<file path="config.mk">
export PLATFORM = sky130hd
export DESIGN_NAME = ilo_core
export DESIGN_NICKNAME = d
export VERILOG_FILES = /design/src/ilo_pkg.sv /design/src/ilo_core.sv /design/src/ilo_addr_gen.sv
export SDC_FILE = /design/constraint.sdc
export NUM_CORES = 1
export LEC_CHECK = 0
export BUFFER_PORTS_ARGS = -buffer_cell sky130_fd_sc_hd__buf_4
export CORE_ASPECT_RATIO = 0.6
export CORE_MARGIN = 10
export CORE_UTILIZATION = 40
export CTS_CLUSTER_DIAMETER = 80
export DETAILED_ROUTE_END_ITERATION = 10
export GPL_TIMING_DRIVEN = 0
export HOLD_SLACK_MARGIN = 0.03
export PLACE_DENSITY = 0.7
export SLEW_MARGIN = 20
export SYNTH_ARGS = -nofsm -noshare
export SYNTH_HDL_FRONTEND = slang
export SYNTH_SLANG_ARGS = --single-unit
export TNS_END_PERCENT = 10
</file>
<file path="constraint.sdc">
create_clock -name ref_clk -period 2.9 [get_ports ref_clk]
set_input_delay 0.725 -clock ref_clk [delete_from_list [all_inputs] [get_ports ref_clk]]
set_output_delay 0.725 -clock ref_clk [all_outputs]
set_load 0.05 [all_outputs]
</file>
<file path="src/ilo_pkg.sv">
package ilo_pkg;
	// ==========================================
	// Register map (APB byte addresses)
	localparam logic [7:0] ILO_OFF_CTRL = 8'h00;
	localparam logic [7:0] ILO_OFF_SFP = 8'h04;
	localparam logic [7:0] ILO_OFF_BANK = 8'h08;
	localparam logic [7:0] ILO_OFF_ACC = 8'h0C;
	localparam logic [7:0] ILO_OFF_FLAGS = 8'h10;
	localparam logic [7:0] ILO_OFF_COUNT = 8'h14;

	// ==========================================
	// Field positions
	localparam int ILO_CTRL_EXT_BIT = 0;
	localparam int ILO_FLAG_C = 0;
	localparam int ILO_FLAG_DC = 1;
	localparam int ILO_FLAG_Z = 2;
	localparam int ILO_FLAG_OV = 3;
	localparam int ILO_FLAG_N = 4;
	localparam int ILO_OP_A_BIT = 8;
	localparam int ILO_OP_D_BIT = 9;

	// ==========================================
	// Reset values
	localparam logic ILO_RST_EXT_ENABLE = 1'b1;
	localparam logic [11:0] ILO_RST_SFP = 12'h000;
	localparam logic [3:0] ILO_RST_BANK = 4'h0;
	localparam logic [7:0] ILO_RST_ACC = 8'h00;
	localparam logic [4:0] ILO_RST_FLAGS = 5'h00;
	localparam logic [15:0] ILO_RST_COUNT = 16'h0000;

	// ==========================================
	// Operand decode constants
	localparam logic [7:0] ILO_INDEX_MAX = 8'h5F;
	localparam logic [7:0] ILO_ACCESS_SPLIT = 8'h80;
	localparam logic [3:0] ILO_ACCESS_HI_BANK = 4'hF;
	localparam logic [7:0] ILO_FILL_VALUE = 8'hFF;

	// ==========================================
	// Opcode patterns on the upper byte
	localparam logic [5:0] ILO_OPC_ADD = 6'h09;
	localparam logic [7:0] ILO_OPC_FILL = 8'h86;
	localparam logic [3:0] ILO_OPC_BSET = 4'h8;

	typedef enum logic [1:0] {
		ILO_OP_NONE,
		ILO_OP_ADD,
		ILO_OP_BSET,
		ILO_OP_FILL
	} ilo_op_e;

	typedef enum logic [1:0] {
		ILO_Q1,
		ILO_Q2,
		ILO_Q3,
		ILO_Q4
	} ilo_q_e;
endpackage : ilo_pkg

</file>
<file path="src/ilo_core.sv">
// Local design decisions: the APB slave port and the register addresses.
`timescale 1ns/1ps
// Behaviour
// - Low access operands offset from frame pointer
// - Indexed add: accumulator plus byte at pointer+offset
// - Add decoded from 0010 01d0 kkkk kkkk
// - d=0 to accumulator, d=1 to memory
// - Add updates N, OV, C, DC, Z
// - Bit-set indexed sets bit b, flags kept; code decodes b=3 (upper byte 86h) as fill instead
// - Fill indexed writes FFh, flags kept
// - One word, one cycle of four quarters
// - Extension enable resets to one
// - Disabled: access bank or bank-selected literal
// - Remap only when access select is zero
module ilo_core
	import ilo_pkg::*;
(
	input wire logic ref_clk,
	input wire logic reset,
	input wire logic psel,
	input wire logic penable,
	input wire logic pwrite,
	input wire logic [7:0] paddr,
	input wire logic [31:0] pwdata,
	output logic [31:0] prdata,
	output logic pready,
	output logic pslverr,
	input wire logic instr_valid,
	input wire logic [15:0] instr_word,
	output logic instr_ready,
	output logic instr_done,
	output logic [11:0] mem_addr,
	input wire logic [7:0] mem_rd_data,
	output logic mem_wr_en,
	output logic [7:0] mem_wr_data
);
	// ==========================================
	// Decode
	function automatic ilo_op_e ilo_decode(input logic [15:0] w);
		ilo_op_e op;
		op = ILO_OP_NONE;
		if (w[15:8] == ILO_OPC_FILL) begin
			op = ILO_OP_FILL;
		end else if (w[15:12] == ILO_OPC_BSET) begin
			op = ILO_OP_BSET;
		end else if (w[15:10] == ILO_OPC_ADD) begin
			op = ILO_OP_ADD;
		end
		return op;
	endfunction : ilo_decode

	logic ext_enable_reg;
	logic [11:0] sfp_reg;
	logic [3:0] bank_reg;
	logic [7:0] acc_reg;
	logic [4:0] flags_reg;
	logic [15:0] count_reg;
	ilo_q_e q_reg;
	ilo_op_e op_reg;
	logic busy_reg;
	logic dest_mem_reg;
	logic [2:0] bit_reg;
	logic [7:0] operand_reg;
	logic [7:0] result_reg;
	logic [4:0] flags_next;
	logic [8:0] sum;
	logic [4:0] nib_sum;
	logic [11:0] eff_addr;
	logic apb_wr;
	logic apb_hit;
	logic exec_q4;

	// ==========================================
	// Address generation
	ilo_addr_gen u_addr (
		.ext_enable(ext_enable_reg),
		.access_sel(instr_word[ILO_OP_A_BIT]),
		.operand(instr_word[7:0]),
		.stack_frame_pointer(sfp_reg),
		.bank_select_register(bank_reg),
		.eff_addr(eff_addr),
		.indexed()
	);

	// ==========================================
	// Quarter sequencer
	always_ff @(posedge ref_clk) begin
		if (reset) begin
			q_reg <= ILO_Q1;
		end else begin
			case (q_reg)
				ILO_Q1: q_reg <= ILO_Q2;
				ILO_Q2: q_reg <= ILO_Q3;
				ILO_Q3: q_reg <= ILO_Q4;
				ILO_Q4: q_reg <= ILO_Q1;
				default: q_reg <= ILO_Q1;
			endcase
		end
	end

	// Fetch only accepts a word at Q1 so each word gets one full cycle
	assign instr_ready = (q_reg == ILO_Q1);
	assign exec_q4 = (q_reg == ILO_Q4) && busy_reg;
	assign instr_done = exec_q4;
	assign mem_wr_en = exec_q4 && dest_mem_reg;

	// Q1: decode and latch operand address
	always_ff @(posedge ref_clk) begin
		if (reset) begin
			busy_reg <= 1'b0;
			op_reg <= ILO_OP_NONE;
			dest_mem_reg <= 1'b0;
			bit_reg <= 3'h0;
			mem_addr <= 12'h000;
		end else if (q_reg == ILO_Q1) begin
			busy_reg <= instr_valid;
			op_reg <= instr_valid ? ilo_decode(instr_word) : ILO_OP_NONE;
			bit_reg <= instr_word[11:9];
			mem_addr <= eff_addr;
			if (ilo_decode(instr_word) == ILO_OP_ADD) begin
				dest_mem_reg <= instr_word[ILO_OP_D_BIT];
			end else begin
				dest_mem_reg <= (ilo_decode(instr_word) != ILO_OP_NONE);
			end
		end
	end

	// Q2: operand read, memory answers combinationally
	always_ff @(posedge ref_clk) begin
		if (reset) begin
			operand_reg <= 8'h00;
		end else if (q_reg == ILO_Q2) begin
			operand_reg <= mem_rd_data;
		end
	end

	// ==========================================
	// Q3: process
	always_comb begin
		sum = {1'b0, acc_reg} + {1'b0, operand_reg};
		nib_sum = {1'b0, acc_reg[3:0]} + {1'b0, operand_reg[3:0]};
		flags_next = flags_reg;
		flags_next[ILO_FLAG_C] = sum[8];
		flags_next[ILO_FLAG_DC] = nib_sum[4];
		flags_next[ILO_FLAG_Z] = (sum[7:0] == 8'h00);
		flags_next[ILO_FLAG_N] = sum[7];
		flags_next[ILO_FLAG_OV] = (acc_reg[7] == operand_reg[7]) && (sum[7] != acc_reg[7]);
	end

	always_ff @(posedge ref_clk) begin
		if (reset) begin
			result_reg <= 8'h00;
		end else if (q_reg == ILO_Q3) begin
			case (op_reg)
				ILO_OP_ADD: result_reg <= sum[7:0];
				ILO_OP_BSET: result_reg <= operand_reg | (8'h01 << bit_reg);
				ILO_OP_FILL: result_reg <= ILO_FILL_VALUE;
				default: result_reg <= operand_reg;
			endcase
		end
	end

	assign mem_wr_data = result_reg;

	// ==========================================
	// APB slave, zero wait states
	assign pready = 1'b1;
	assign apb_hit = (paddr == ILO_OFF_CTRL) || (paddr == ILO_OFF_SFP) ||
		(paddr == ILO_OFF_BANK) || (paddr == ILO_OFF_ACC) ||
		(paddr == ILO_OFF_FLAGS) || (paddr == ILO_OFF_COUNT);
	assign pslverr = psel && penable && !apb_hit;
	assign apb_wr = psel && penable && pwrite;

	always_ff @(posedge ref_clk) begin
		if (reset) begin
			ext_enable_reg <= ILO_RST_EXT_ENABLE;
			sfp_reg <= ILO_RST_SFP;
			bank_reg <= ILO_RST_BANK;
		end else if (apb_wr) begin
			if (paddr == ILO_OFF_CTRL) begin
				ext_enable_reg <= pwdata[ILO_CTRL_EXT_BIT];
			end
			if (paddr == ILO_OFF_SFP) begin
				sfp_reg <= pwdata[11:0];
			end
			if (paddr == ILO_OFF_BANK) begin
				bank_reg <= pwdata[3:0];
			end
		end
	end

	// Execution at Q4 wins over a software write in the same cycle
	always_ff @(posedge ref_clk) begin
		if (reset) begin
			acc_reg <= ILO_RST_ACC;
		end else if (exec_q4 && (op_reg == ILO_OP_ADD) && !dest_mem_reg) begin
			acc_reg <= result_reg;
		end else if (apb_wr && (paddr == ILO_OFF_ACC)) begin
			acc_reg <= pwdata[7:0];
		end
	end

	// Flags are computed at Q3 from live operands, committed at Q4
	logic [4:0] flags_hold;
	always_ff @(posedge ref_clk) begin
		if (reset) begin
			flags_hold <= ILO_RST_FLAGS;
		end else if (q_reg == ILO_Q3) begin
			flags_hold <= flags_next;
		end
	end

	always_ff @(posedge ref_clk) begin
		if (reset) begin
			flags_reg <= ILO_RST_FLAGS;
		end else if (exec_q4 && (op_reg == ILO_OP_ADD)) begin
			flags_reg <= flags_hold;
		end else if (apb_wr && (paddr == ILO_OFF_FLAGS)) begin
			flags_reg <= pwdata[4:0];
		end
	end

	always_ff @(posedge ref_clk) begin
		if (reset) begin
			count_reg <= ILO_RST_COUNT;
		end else if (exec_q4 && (op_reg != ILO_OP_NONE)) begin
			count_reg <= count_reg + 16'h0001;
		end
	end

	always_ff @(posedge ref_clk) begin
		if (reset) begin
			prdata <= 32'h00000000;
		end else if (psel && !penable && !pwrite) begin
			case (paddr)
				ILO_OFF_CTRL: prdata <= {31'h0, ext_enable_reg};
				ILO_OFF_SFP: prdata <= {20'h0, sfp_reg};
				ILO_OFF_BANK: prdata <= {28'h0, bank_reg};
				ILO_OFF_ACC: prdata <= {24'h0, acc_reg};
				ILO_OFF_FLAGS: prdata <= {27'h0, flags_reg};
				ILO_OFF_COUNT: prdata <= {16'h0, count_reg};
				default: prdata <= 32'h00000000;
			endcase
		end
	end
endmodule : ilo_core

</file>
<file path="src/ilo_addr_gen.sv">
`timescale 1ns/1ps
module ilo_addr_gen
	import ilo_pkg::*;
(
	input wire logic ext_enable,
	input wire logic access_sel,
	input wire logic [7:0] operand,
	input wire logic [11:0] stack_frame_pointer,
	input wire logic [3:0] bank_select_register,
	output logic [11:0] eff_addr,
	output logic indexed
);
	// ==========================================
	// Operand to data address
	always_comb begin
		indexed = ext_enable && !access_sel && (operand <= ILO_INDEX_MAX);
		if (indexed) begin
			// Pointer is only read here, never modified
			eff_addr = stack_frame_pointer + {4'h0, operand};
		end else if (access_sel) begin
			eff_addr = {bank_select_register, operand};
		end else if (operand < ILO_ACCESS_SPLIT) begin
			eff_addr = {4'h0, operand};
		end else begin
			eff_addr = {ILO_ACCESS_HI_BANK, operand};
		end
	end
endmodule : ilo_addr_gen

</file>
==> impl_metrics.json <==
{
  "row_count": 33,
  "numCtsBuffers": 9,
  "cts-root-buf": "clkbuf_16",
  "cp-start-kind": "input port",
  "yosys.area.top_type": "dfxtp_1",
  "worst_slew_pin_slew_ns": 0.6997,
  "clkSinkCount": 104,
  "period_needed_ns": 2.714,
  "power-per-cell-area_nw_per_um2": 580.8,
  "synthCells": 661,
  "start_util_pct": 41.01,
  "clk_pin_slew_ns": 0.07,
  "grt_pass1_vias": 4915,
  "netlist_top_cells_area": "dfxtp_1, nor2_1, mux2i_1, ha_1, nand2_1",
  "grt_pass1_wl_um": 27860,
  "ioPinCount": 127,
  "hold_violations": 0,
  "first_pass_iters": 5,
  "cpMostUsedCell": "buf_4",
  "seqCellArea_um2": 2082,
  "final_cell_area_um2": 6868,
  "slowest_delay_ns": 0.33,
  "cp_data_required_time_ns": 2.17,
  "syn_area_um2": 5622,
  "die_w_um": 173.0,
  "cts_setup_buffers": 0,
  "synth_edf_count": 0,
  "cts_max_path_buffers": 2,
  "reg2reg_depth": 8,
  "layout_common_cells": "buf_4, dfxtp_1, nor2_1",
  "crit_cells": 6,
  "crit_buf_inv": 2,
  "post-route-period-util_pct": 93.58,
  "rsz0062_at_grt": "false",
  "synthArstFlopShare_pct": 0,
  "fmaxAchievable_mhz": 368.5,
  "synth.avg_cell_area_um2": 8.505,
  "drtAntennaViolNets": 0,
  "cts_hold_buf": 0,
  "ys.flop_type": "dfxtp_1",
  "drv_slew": 0,
  "htree_levels": 3,
  "clkLatencyLatePin_ns": 0.37,
  "drc": 0,
  "vias_per_cell": 5.383,
  "areaGrowthSynthToFinish_pct": 22.17,
  "drt_iter0_drc": 580,
  "finalNetCount": 868,
  "io_buffer_count": 88,
  "final_common_cell": "buf_4",
  "die_area_um2": 19350,
  "place_congestion": 0.9407,
  "nFillCells": 1362,
  "crit_type": "input port to output port",
  "crit_fanout": 4,
  "hpwl_um": 14020,
  "whs_path_depth": 2,
  "p_leak_nw": 2.790,
  "grtUsageTotal_pct": 17.86,
  "hp-class": "register to register",
  "cp_cell_sequence": "buf_4, nor4_2, or2b_1, a21o_1, and3_1, buf_4",
  "grt_max_degree": 20,
  "synth_top_area_share_pct": 37.04,
  "reg2reg_slack_ns": 0.35,
  "cts_tree": "built",
  "cts_resized": 0,
  "grt.overflow.total": 0,
  "critical_path.endpoint_type": "output port",
  "crit_slowest_cell": "or2b_1",
  "drt-total-wl_um": 17800,
  "multiInputGateArea_um2": 3263,
  "antenna_found_initial": 0,
  "wl_per_cell_um": 18.32,
  "synth.distinct_cells": 73,
  "maxCapViolations": 0,
  "slew-limit-headroom_pct": 53.35,
  "cp.arrival_ns": 1.99,
  "finalSetupViolations": 0,
  "die_height_um": 111.8,
  "status": "complete, no violations",
  "num_antenna_cells": 0,
  "placed_area_um2": 6579,
  "critPathTopFamily": "simple AND/OR/NAND/NOR gates",
  "synth-seq-cells": 104,
  "tns_ns": 0,
  "yosys_warnings": 0,
  "synth-seq-area-share_pct": 37.04,
  "vias": 5232,
  "vdd_drop_max_mv": 0.3177,
  "drive_gt1_share_pct": 19.49,
  "final.setup_skew_ns": 0.01007,
  "core-area_um2": 13710
}
[area by class of cell]
cell class	instances	area share (%)
Buffer	52	4.081
Clock buffer	9	3.279
Clock inverter	7	0.9291
Inverter	14	0.7652
Multi-Input combinational cell	506	47.51
Sequential cell	104	30.32
Tap cell	192	3.498
Timing Repair Buffer	88	9.619
[metrics by stage]
step	hold slack (ns)	utilization, %	power (W)	cells	setup slack, ns
after detailed placement	0.4712	47.99	0.002782	956	0.2001
final	0.4817	50.10	0.003989	972	0.1860
after CTS	0.4856	50.10	0.003986	972	0.1949
after floorplan	0.4426	-	0.002426	676	0.3487
after global placement	0.4603	47.99	0.002775	956	0.2037
after global routing	0.5085	50.10	0.004149	972	0.1426
[synthesized netlist by cell type, types with 5 or more instances]
master	count
a21oi_1	38
a311oi_1	14
mux2_2	9
buf_2	5
a22oi_1	13
and3_1	6
nand3_1	14
a21o_1	5
dfxtp_1	104
nor2b_1	12
nor3_1	9
o211ai_1	5
clkbuf_1	21
xor2_1	12
and2_1	7
mux2i_1	34
ha_1	21
xnor2_1	11
inv_1	13
nand2b_1	8
buf_4	17
nor2_1	92
a211oi_1	10
buf_1	7
nand2_1	69
o21ai_0	30
[logic make-up (layout without fill, tap and decap cells)]
family,after synthesis,after routing,synth area share (%)
AOI/OAI and AO/OA,155,155,19.30
xor gates and xnor gates,23,23,3.583
and+or+nand+nor,244,244,20.39
buffers and inverters,66,170,5.920
other,2,17,0.1336
muxes,44,44,8.257
adders and majority gates,23,23,5.386
DFF,104,104,37.04
[worst register-to-register path: cells and delay by family (launching register included)]
kind                       cells  cell delay [ns]
DFF                            1             0.35
and+or+nand+nor                1             0.54
AOI/OAI and AO/OA              4             0.71
xor gates and xnor gates       1             0.15
adders and majority gates      2             0.70
[layer usage]
metal  track usage (%)  share of wire [%]
met5                 0                  0
met4             3.661               0.86
met1             26.35                 50
met3             5.702                 10
met2             24.39                 39
[path summary, 6_finish.rpt]
kind,start,endpoint
setup / recovery,paddr[0],pslverr
hold / removal,sfp_reg[11]$_SDFFE_PP0P_,sfp_reg[11]$_SDFFE_PP0P_
setup reg to reg,acc_reg[0]$_SDFFE_PP0P_,flags_hold[2]$_SDFFE_PP0P_
hold reg to reg,sfp_reg[11]$_SDFFE_PP0P_,sfp_reg[11]$_SDFFE_PP0P_
[where the power goes]
| group | total, W | switching [W] | internal (W) |
|---|---|---|---|
| Combinational | 0.00114 | 0.000754 | 0.000383 |
| Sequential | 0.00163 | 0.0000864 | 0.00154 |
| Clock | 0.00122 | 0.000620 | 0.000603 |
| Total | 0.00399 | 0.00146 | 0.00253 |
(Power assumes the default switching activity.)
